<file path="config.mk">
export PLATFORM = sky130hd
export DESIGN_NAME = fepc_codec
export DESIGN_NICKNAME = d
export VERILOG_FILES = /design/src/logic/fepc_codec.v
export VERILOG_INCLUDE_DIRS = /design/src /design/src/inc
export SDC_FILE = /design/constraint.sdc
export NUM_CORES = 1
export LEC_CHECK = 0
export BUFFER_PORTS_ARGS = -buffer_cell sky130_fd_sc_hd__buf_2
export CAP_MARGIN = 0
export CELL_PAD_IN_SITES_DETAIL_PLACEMENT = 1
export CELL_PAD_IN_SITES_GLOBAL_PLACEMENT = 1
export CORE_UTILIZATION = 30
export DETAILED_ROUTE_END_ITERATION = 16
export GPL_TIMING_DRIVEN = 0
export PLACE_DENSITY_LB_ADDON = 0.1
export SYNTH_ARGS = -nofsm -noshare
export SYNTH_HDL_FRONTEND = slang
export SYNTH_SLANG_ARGS = --single-unit
export TNS_END_PERCENT = 100
</file>
<file path="constraint.sdc">
create_clock -name mclk -period 2.7 [get_ports mclk]
set_input_delay 0.54 -clock mclk [delete_from_list [all_inputs] [get_ports mclk]]
set_output_delay 0.54 -clock mclk [all_outputs]
set_load 0.05 [all_outputs]
</file>
<file path="src/inc/fepc_defs.vh">
// constants for the 100 Mb/s physical coding path
`ifndef FEPC_DEFS_VH
`define FEPC_DEFS_VH

// ****************************************
// clocking
// ****************************************
`define FEPC_MCLK_MHZ 250
`define FEPC_SYM_MHZ 125
`define FEPC_SYM_DIV (`FEPC_MCLK_MHZ / `FEPC_SYM_MHZ)

// ****************************************
// control code-groups
// ****************************************
`define FEPC_CG_IDLE 5'h1F
`define FEPC_CG_SSD1 5'h18
`define FEPC_CG_SSD2 5'h11
`define FEPC_CG_ESD1 5'h0D
`define FEPC_CG_ESD2 5'h07
`define FEPC_CG_TXERR 5'h04

// ****************************************
// nibbles shown to the mac
// ****************************************
`define FEPC_NIB_PRE 4'h5
`define FEPC_NIB_BADSSD 4'hE
`define FEPC_NIB_INVAL 4'h0

// ****************************************
// line levels
// ****************************************
`define FEPC_LVL_ZERO 2'h0
`define FEPC_LVL_POS 2'h1
`define FEPC_LVL_NEG 2'h2

// ****************************************
// scrambler and lock
// ****************************************
`define FEPC_SEED_HI 6'h2B
`define FEPC_LOCK_BITS 6'h3C
`define FEPC_IDLE_RUN 4'h7
`define FEPC_IDLE_FULL 4'hA
`define FEPC_SYNC_LIM 16'h8000

`endif

</file>
<file path="src/logic/fepc_codec.v">
// 100 Mb/s coding path: 4b5b, scrambler, nrzi and mlt-3, both directions
// ****************************************
// ****************************************
`timescale 1ns/10ps
`include "fepc_defs.vh"

module fepc_codec #(
  parameter [15:0] SYNC_LIM_BITS = `FEPC_SYNC_LIM
) (
  input wire mclk, // 250 MHz core clock
  input wire rst, // synchronous reset, high
  input wire [4:0] phy_addr, // management address strap
  input wire tx_en, // mac transmit enable
  input wire [3:0] txd, // mac transmit nibble
  input wire tx_er, // mac transmit error
  output wire tx_nib_req, // nibble taken this cycle
  output reg [1:0] tx_level, // mlt-3 level to line
  input wire [1:0] rx_level, // sampled mlt-3 level from line
  output reg [3:0] rxd, // receive nibble
  output reg rx_dv, // receive data valid
  output reg rx_er, // receive error
  output reg crs, // carrier sense
  output reg rx_nib_stb, // new receive nibble pulse
  output reg locked // descrambler in lock
);

  // ****************************************
  // state codes
  // ****************************************
  localparam [3:0] T_IDLE = 4'h1;
  localparam [3:0] T_SSD2 = 4'h2;
  localparam [3:0] T_DATA = 4'h4;
  localparam [3:0] T_ESD2 = 4'h8;
  localparam [5:0] R_IDLE = 6'h01;
  localparam [5:0] R_SSD1 = 6'h02;
  localparam [5:0] R_SSD2 = 6'h04;
  localparam [5:0] R_DATA = 6'h08;
  localparam [5:0] R_ESD2 = 6'h10;
  localparam [5:0] R_BAD = 6'h20;
  localparam integer SYM_DIV_I = `FEPC_SYM_DIV;
  localparam [1:0] SYM_LAST = SYM_DIV_I[1:0] - 2'h1;

  // ****************************************
  // 4b5b tables
  // ****************************************
  function [4:0] enc5;
    input [3:0] n;
    begin
      case (n)
        4'h0: enc5 = 5'h1E;
        4'h1: enc5 = 5'h09;
        4'h2: enc5 = 5'h14;
        4'h3: enc5 = 5'h15;
        4'h4: enc5 = 5'h0A;
        4'h5: enc5 = 5'h0B;
        4'h6: enc5 = 5'h0E;
        4'h7: enc5 = 5'h0F;
        4'h8: enc5 = 5'h12;
        4'h9: enc5 = 5'h13;
        4'hA: enc5 = 5'h16;
        4'hB: enc5 = 5'h17;
        4'hC: enc5 = 5'h1A;
        4'hD: enc5 = 5'h1B;
        4'hE: enc5 = 5'h1C;
        default: enc5 = 5'h1D;
      endcase
    end
  endfunction

  // top bit flags a data code; control and invalid codes give zero
  function [4:0] dec5;
    input [4:0] c;
    integer i;
    begin
      dec5 = 5'h00;
      for (i = 0; i < 16; i = i + 1) begin
        if (enc5(i[3:0]) == c) begin
          dec5 = {1'b1, i[3:0]};
        end
      end
    end
  endfunction

  // ****************************************
  // symbol tick and input synchronisers
  // ****************************************
  reg [1:0] sym_cnt_q;
  reg [1:0] rx_lvl_s1_q;
  reg [1:0] rx_lvl_s2_q;
  reg [4:0] addr_s1_q;
  reg [4:0] addr_s2_q;
  wire tick;

  assign tick = (sym_cnt_q == SYM_LAST);

  always @(posedge mclk) begin
    rx_lvl_s1_q <= rx_level;
    rx_lvl_s2_q <= rx_lvl_s1_q;
    addr_s1_q <= phy_addr;
    addr_s2_q <= addr_s1_q;
    if (rst) begin
      sym_cnt_q <= 2'h0;
    end else begin
      sym_cnt_q <= tick ? 2'h0 : sym_cnt_q + 2'h1;
    end
  end

  // ****************************************
  // transmit path
  // ****************************************
  reg [3:0] tx_st_q;
  reg [2:0] tx_pos_q;
  reg [4:0] tx_sh_q;
  reg [10:0] scr_q;
  reg tx_nrzi_q;
  reg [1:0] mlt_ph_q;
  reg [3:0] tx_st_d;
  reg [4:0] tx_cg_d;
  wire tx_load;
  wire scr_key;
  wire tx_sbit;
  wire tx_nrzi_d;
  wire tx_step;

  assign tx_load = tick && (tx_pos_q == 3'h4);
  assign tx_nib_req = tx_load;
  assign scr_key = scr_q[10] ^ scr_q[8];
  assign tx_sbit = tx_sh_q[4] ^ scr_key;
  assign tx_nrzi_d = tx_nrzi_q ^ tx_sbit;
  assign tx_step = tx_nrzi_d ^ tx_nrzi_q;

  always @* begin
    tx_st_d = tx_st_q;
    tx_cg_d = `FEPC_CG_IDLE;
    case (tx_st_q)
      T_IDLE: begin
        if (tx_en && locked) begin
          tx_cg_d = `FEPC_CG_SSD1;
          tx_st_d = T_SSD2;
        end
      end
      T_SSD2: begin
        tx_cg_d = `FEPC_CG_SSD2;
        tx_st_d = T_DATA;
      end
      T_DATA: begin
        if (tx_en) begin
          tx_cg_d = tx_er ? `FEPC_CG_TXERR : enc5(txd);
        end else begin
          tx_cg_d = `FEPC_CG_ESD1;
          tx_st_d = T_ESD2;
        end
      end
      T_ESD2: begin
        tx_cg_d = `FEPC_CG_ESD2;
        tx_st_d = T_IDLE;
      end
      default: begin
        tx_st_d = T_IDLE;
      end
    endcase
  end

  always @(posedge mclk) begin
    if (rst) begin
      tx_st_q <= T_IDLE;
      tx_pos_q <= 3'h0;
      tx_sh_q <= `FEPC_CG_IDLE;
      scr_q <= {`FEPC_SEED_HI, addr_s2_q};
      tx_nrzi_q <= 1'b0;
      mlt_ph_q <= 2'h0;
      tx_level <= `FEPC_LVL_ZERO;
    end else if (tick) begin
      tx_pos_q <= (tx_pos_q == 3'h4) ? 3'h0 : tx_pos_q + 3'h1;
      scr_q <= {scr_q[9:0], scr_key};
      tx_nrzi_q <= tx_nrzi_d;
      // a one seen as an nrzi change steps the level cycle
      if (tx_step) begin
        mlt_ph_q <= mlt_ph_q + 2'h1;
      end
      case (mlt_ph_q + {1'b0, tx_step})
        2'h1: tx_level <= `FEPC_LVL_POS;
        2'h3: tx_level <= `FEPC_LVL_NEG;
        default: tx_level <= `FEPC_LVL_ZERO;
      endcase
      if (tx_load) begin
        tx_st_q <= tx_st_d;
        tx_sh_q <= tx_cg_d;
      end else begin
        tx_sh_q <= {tx_sh_q[3:0], 1'b0};
      end
    end
  end

  // ****************************************
  // receive line decode and descrambler
  // ****************************************
  reg [1:0] rx_prev_q;
  reg rx_nrzi_q;
  reg [10:0] dsc_q;
  reg [5:0] lock_cnt_q;
  reg [15:0] sync_cnt_q;
  reg [3:0] ones_q;
  wire rx_nrzi_d;
  wire rx_bit;
  wire dsc_key;
  wire plain;

  assign rx_nrzi_d = rx_nrzi_q ^ (rx_lvl_s2_q != rx_prev_q);
  assign rx_bit = rx_nrzi_d ^ rx_nrzi_q;
  assign dsc_key = dsc_q[10] ^ dsc_q[8];
  assign plain = rx_bit ^ dsc_key;

  always @(posedge mclk) begin
    if (rst) begin
      rx_prev_q <= `FEPC_LVL_ZERO;
      rx_nrzi_q <= 1'b0;
      dsc_q <= 11'h000;
      lock_cnt_q <= 6'h00;
      sync_cnt_q <= 16'h0000;
      ones_q <= 4'h0;
      locked <= 1'b0;
    end else if (tick) begin
      rx_prev_q <= rx_lvl_s2_q;
      rx_nrzi_q <= rx_nrzi_d;
      if (!locked) begin
        // idle is all ones, so the inverted line bit is the key
        dsc_q <= {dsc_q[9:0], ~rx_bit};
        if (dsc_key == ~rx_bit) begin
          lock_cnt_q <= lock_cnt_q + 6'h01;
          if (lock_cnt_q == `FEPC_LOCK_BITS) begin
            locked <= 1'b1;
          end
        end else begin
          lock_cnt_q <= 6'h00;
        end
        sync_cnt_q <= 16'h0000;
        ones_q <= 4'h0;
      end else begin
        dsc_q <= {dsc_q[9:0], dsc_key};
        ones_q <= plain ? ((ones_q == 4'hF) ? ones_q : ones_q + 4'h1) : 4'h0;
        // limit sits above the longest frame, so a real loss is needed
        if (ones_q >= `FEPC_IDLE_FULL) begin
          sync_cnt_q <= 16'h0000;
        end else if (sync_cnt_q == SYNC_LIM_BITS) begin
          locked <= 1'b0;
          lock_cnt_q <= 6'h00;
        end else begin
          sync_cnt_q <= sync_cnt_q + 16'h0001;
        end
      end
    end
  end

  // ****************************************
  // alignment and 5b4b decode
  // ****************************************
  reg [5:0] rx_st_q;
  reg [2:0] rx_pos_q;
  reg [3:0] rx_win_q;
  reg idle_cnt_q;
  wire [4:0] rx_cg;
  wire [4:0] rx_dec;
  wire rx_bound;
  wire rx_start;

  assign rx_cg = {rx_win_q, plain};
  assign rx_dec = dec5(rx_cg);
  assign rx_bound = tick && locked && (rx_pos_q == 3'h4) && (rx_st_q != R_IDLE);
  // the first zero after idle is the third bit of a start symbol
  assign rx_start = tick && locked && (rx_st_q == R_IDLE) && !plain && (ones_q >= `FEPC_IDLE_RUN);

  always @(posedge mclk) begin
    if (rst || !locked) begin
      rx_st_q <= R_IDLE;
      rx_pos_q <= 3'h0;
      rx_win_q <= 4'h0;
      idle_cnt_q <= 1'b0;
      rxd <= 4'h0;
      rx_dv <= 1'b0;
      rx_er <= 1'b0;
      crs <= 1'b0;
      rx_nib_stb <= 1'b0;
    end else begin
      rx_nib_stb <= rx_bound;
      if (tick) begin
        rx_win_q <= {rx_win_q[2:0], plain};
        rx_pos_q <= (rx_pos_q == 3'h4) ? 3'h0 : rx_pos_q + 3'h1;
      end
      if (rx_start) begin
        rx_pos_q <= 3'h3;
        rx_st_q <= R_SSD1;
        idle_cnt_q <= 1'b0;
      end
      if (rx_bound) begin
        rx_dv <= 1'b1;
        rx_er <= 1'b0;
        crs <= 1'b1;
        idle_cnt_q <= 1'b0;
        case (rx_st_q)
          R_SSD1: begin
            if (rx_cg == `FEPC_CG_SSD1) begin
              rxd <= `FEPC_NIB_PRE;
              rx_st_q <= R_SSD2;
            end else begin
              rxd <= `FEPC_NIB_BADSSD;
              rx_er <= 1'b1;
              rx_dv <= 1'b0;
              rx_st_q <= R_BAD;
            end
          end
          R_SSD2: begin
            if (rx_cg == `FEPC_CG_SSD2) begin
              rxd <= `FEPC_NIB_PRE;
              rx_st_q <= R_DATA;
            end else begin
              rxd <= `FEPC_NIB_BADSSD;
              rx_er <= 1'b1;
              rx_dv <= 1'b0;
              rx_st_q <= R_BAD;
            end
          end
          R_DATA, R_ESD2: begin
            if (rx_st_q == R_ESD2 && rx_cg == `FEPC_CG_ESD2) begin
              rx_dv <= 1'b0;
              crs <= 1'b0;
              rx_st_q <= R_IDLE;
            end else if (rx_cg == `FEPC_CG_ESD1) begin
              rx_dv <= 1'b0;
              rx_er <= (rx_st_q == R_ESD2);
              rx_st_q <= R_ESD2;
            end else if (rx_cg == `FEPC_CG_IDLE && idle_cnt_q) begin
              rx_dv <= 1'b0;
              crs <= 1'b0;
              rx_st_q <= R_IDLE;
            end else begin
              rx_st_q <= R_DATA;
              // second idle closes the frame, so a lone one is an error
              idle_cnt_q <= (rx_cg == `FEPC_CG_IDLE);
              if (rx_dec[4] && rx_st_q == R_DATA) begin
                rxd <= rx_dec[3:0];
              end else begin
                rxd <= `FEPC_NIB_INVAL;
                rx_er <= 1'b1;
              end
            end
          end
          R_BAD: begin
            rxd <= `FEPC_NIB_BADSSD;
            rx_dv <= 1'b0;
            if (rx_cg == `FEPC_CG_IDLE && idle_cnt_q) begin
              crs <= 1'b0;
              rx_st_q <= R_IDLE;
            end else begin
              rx_er <= 1'b1;
              idle_cnt_q <= (rx_cg == `FEPC_CG_IDLE);
            end
          end
          default: begin
            rx_dv <= 1'b0;
            crs <= 1'b0;
            rx_st_q <= R_IDLE;
          end
        endcase
      end
    end
  end

endmodule // fepc_codec

</file>
==> run summary <==
The die covers 17600 um^2. Entering global routing, the biggest net connects 20 pins. The number of ports placed on the die boundary came out at 27. The floorplan die height is 133 um.

The count of different cell masters after synthesis is 73. The number of nets with antenna violations after detailed routing is 0. The vias after detailed routing is 4265. Yosys mapped a number of flops with a built-in enable equal to 5.

The sum of overflow across all layers after global routing is 0. The most used flip-flop cell after synthesis is dfxtp_1. The family of cells with the greatest summed delay on the critical path is compound AO/OA/AOI/OAI gates. In this run the most critical hold path is launched from phy_addr[1]. The critical-path maximum fanout is 8.

The area growth from synthesis to layout came out at 13.4%. The number of sinks driven by the clock tree is 105. The slew at the pin closest to its max-slew limit is 838 ps. The chip width came out at 133 um. The number of H-tree branching levels came out at 3.

The post-synth design cell area is 5130 um^2. The flop and latch count out of synthesis came out at 105. The switching power of the nets came out at 936 uW. The ratio of cells with drive above 1 in the final layout came out at 11.4%. The reg2reg setup slack came out at 150 ps.

The critical path goes through xor2_1 -> nand3_2 -> nand2_1 -> o2111ai_1 -> a2111oi_0 -> o21ai_1. In this run the mean area of a mapped cell was 8.80 um^2. The clock latency at the later pin of the worst-skew pair is 360 ps. The proportion of total power due to net switching came out at 27.5%. The routed length per instance came out at 16.1 um. The row count is 47. Among all stages on the critical path, the largest delay is contributed by a2111oi_0. The post-route worst hold slack came out at 272 ps. The proportion of register bits with asynchronous set or reset after synthesis is 0%.

STA classifies the critical path startpoint as a register. The number of warnings issued by yosys is 0. Setup repair after global routing left no endpoint under its margin.

The longest individual stage delay on the worst path is 810 ps. The critical path contains buffers and inverters numbering 0 combined. The global routing usage summed across all routing layers is 16.2%. In this run the worst setup path begins at dsc_q[8]$_SDFFE_PP0P_. The combinational share of power is 12.5%. After detailed routing, the number of vias per cell comes to 5.06. The count of buffers inserted at the top-level ports came out at 25. Max-cap violations in this run came to 0. TritonCTS built the clock tree. The worst register-to-register path begins at dsc_q[8]$_SDFFE_PP0P_.

Along the worst hold path, the cell count comes to 1. The first routing iteration left 143 violations. The diode insertion count for antenna repair is 0.

The initial utilization of the core area, before any placement, comes to 30.8%. The required time of the critical path came out at 2910 ps. In the routed design, unresolved DRC markers number 0. The via count of the first global-routing pass came out at 4382. In this run, post-CTS repair resized a total of 0 instances.

The core region area is 16600 um^2. The placer's final routability congestion estimate is 0.798. The analysis attributes to cell leakage a power of 2.08 nW.

The count of mapped cells out of synthesis is 583. The internal cell power came out at 2.46 mW. The worst setup path is captured at a register. Counting cells, the worst reg-to-reg path comes to 6. The number of endpoints with negative hold slack in the final report came out at 0. The most frequent standard cell in the layout excluding fill and tap cells is dfxtp_1.

The first-pass iteration count of the detailed router is 4. For the worst setup path, the data arrival time is 2770 ps. The critical path in this run is classified as register to register. In this run the worst hold path is classified as input pin to register. The setup-violating endpoint count in the final report is 0. The post-DP HPWL is 9970 um.

After synthesis, flip-flops and latches occupy 42.0% of the total area. The net count after synthesis is 610. Static timing analysis puts the maximum clock frequency at 0.392 GHz. The number of pins with negative max-slew slack in the final report came out at 0.

The global-route wire length before repair is 22500 um. The clock edge transition at the registers on the reported setup and hold paths is 80 ps. In this run, CTS created clock tree buffers numbering 9. The run finished with clean final reports.

The final period demand of the worst path came out at 2550 ps. The number of antenna violations at the first check in global routing came to 0. The worst setup skew after layout came out at 15.8 ps. The number of setup buffers added after CTS is 0.

The worst-case hold path end point is addr_s1_q[1]$_DFF_P_. The clock network is responsible for 38.1% of the overall power. The headroom to the max-slew limit is 44.1%.

For this design the ratio of total power to cell area is 585 nW/um^2. The endpoint identified for the worst register-to-register timing path is rx_er$_SDFFE_PP0P_. The clock passes through at most 2 buffers.

The register share of total power came out at 49.5%. The aggregate routed wire length is 13500 um. The worst IR drop on VDD came out at 0.348 mV. After clock tree synthesis, the flow added hold-fix buffers numbering 0. For this run, the post-layout net count is 645. The share of the clock period used by the worst path after layout is 94.6%.

The top cell types in the final layout, fill and taps aside, are 100 x dfxtp_1, 77 x nor2_1, 33 x a21oi_1. After routing, the total negative slack on setup checks comes to 0 ps. The tree is rooted in a clkbuf_16.
[sequential cells by signal (all words and copies together), names as in the netlist, 4 cells and up]
register / flops
tx_sh_q: 5
scr_q: 11
addr_s2_q: 5
sync_cnt_q: 16
ones_q: 4
rx_win_q: 4
lock_cnt_q: 6
addr_s1_q: 5
dsc_q: 11
rx_st_q: 6
tx_st_q: 4
rxd: 4
[worst reg2reg max path, delay by kind of cell (launching register included)]
kind / cells / cell delay (ps)
flip-flops: 1 / 410
XOR/XNOR: 1 / 280
AO/OA/AOI/OAI: 3 / 1220
AND/OR/NAND/NOR: 2 / 490
[routing by layer]
layer	track usage, %	vias up	part of all wire (%)
met5	0	-	0
met4	5.81	0	1.6
met3	2.68	15	1.8
met2	26.7	35	47
met1	21.4	2079	50
li1	-	2136	-
[synthesized netlist by cell type, types with 3 or more instances]
cell	instances	area share, %
dfxtp_1	100	39
nor2_1	77	5.6
a21oi_1	33	3.2
nand2_1	29	2.1
inv_1	26	1.9
nor3_1	24	2.3
mux2i_1	23	4.5
nand3_1	22	2.1
o21ai_0	22	2.1
clkbuf_1	20	1.5
xnor2_1	17	2.9
xor2_1	14	2.4
ha_1	12	2.9
nand2b_1	9	1.1
nand4_1	9	1.1
a211o_1	8	1.4
nor2b_1	8	0.98
a211oi_1	6	0.88
a31oi_1	6	0.73
and3_1	6	0.73
buf_2	5	0.49
edfxtp_1	5	2.9
o211ai_1	5	0.73
o21ai_1	5	0.49
or3_1	5	0.61
a22o_1	4	0.68
and2_1	4	0.49
buf_1	4	0.29
mux2_2	4	0.88
nor4_1	4	0.49
nand4b_1	3	0.51
nor2_2	3	0.37
nor3b_1	3	0.44
o221a_1	3	0.66
or4b_1	3	0.59
[stage by stage]
stage	utilization (%)	setup WS, ps	power, mW	cell area (um^2)	cells
after global placement	33.2	169	2.13	5530	828
final	34.9	146	3.40	5810	843
after detailed placement	33.2	136	2.14	5530	828
after global routing	34.9	6.39	3.57	5810	843
after CTS	35.0	106	3.45	5820	844
after floorplan	-	449	2.01	5130	583
[worst max path at each step]
stage / end / slack, ps / depth (start not counted)
2_1_floorplan: rx_st_q[3]$_SDFF_PP0_ / 450 / 7
5_1_grt: rx_er$_SDFFE_PP0P_ / 6 / 7
6_report: rx_er$_SDFFE_PP0P_ / 150 / 6
3_3_place_gp: rx_er$_SDFFE_PP0P_ / 170 / 6
4_1_cts: tx_nib_req / 110 / 5
3_5_place_dp: rx_er$_SDFFE_PP0P_ / 140 / 6
[logic make-up after synthesis]
kind of cell / share of synthesized area [%]
simple gates: 22.9
mux: 5.37
flops: 42.0
xor+xnor: 6.25
compound gates: 15.8
fa+ha+maj: 2.93
buf+inv: 4.73
[layout make-up]
class	count	area (um^2)
Buffer	31	141
Clock buffer	11	243
Clock inverter	5	46.3
Fill cell	1960	10800
Inverter	26	97.6
Multi-Input combinational cell	420	2730
Sequential cell	105	2150
Tap cell	220	275
Timing Repair Buffer	25	125
[power by group through the flow]
stage / Combinational, mW / Clock (mW) / Sequential [mW]
after CTS: 0.429 / 1.34 / 1.68
after floorplan: 0.293 / 0 / 1.72
after global placement: 0.417 / 0 / 1.71
final: 0.424 / 1.29 / 1.68
after global routing: 0.476 / 1.41 / 1.69
after detailed placement: 0.426 / 0 / 1.72
Note: power is estimated with default switching activity, not from simulation.
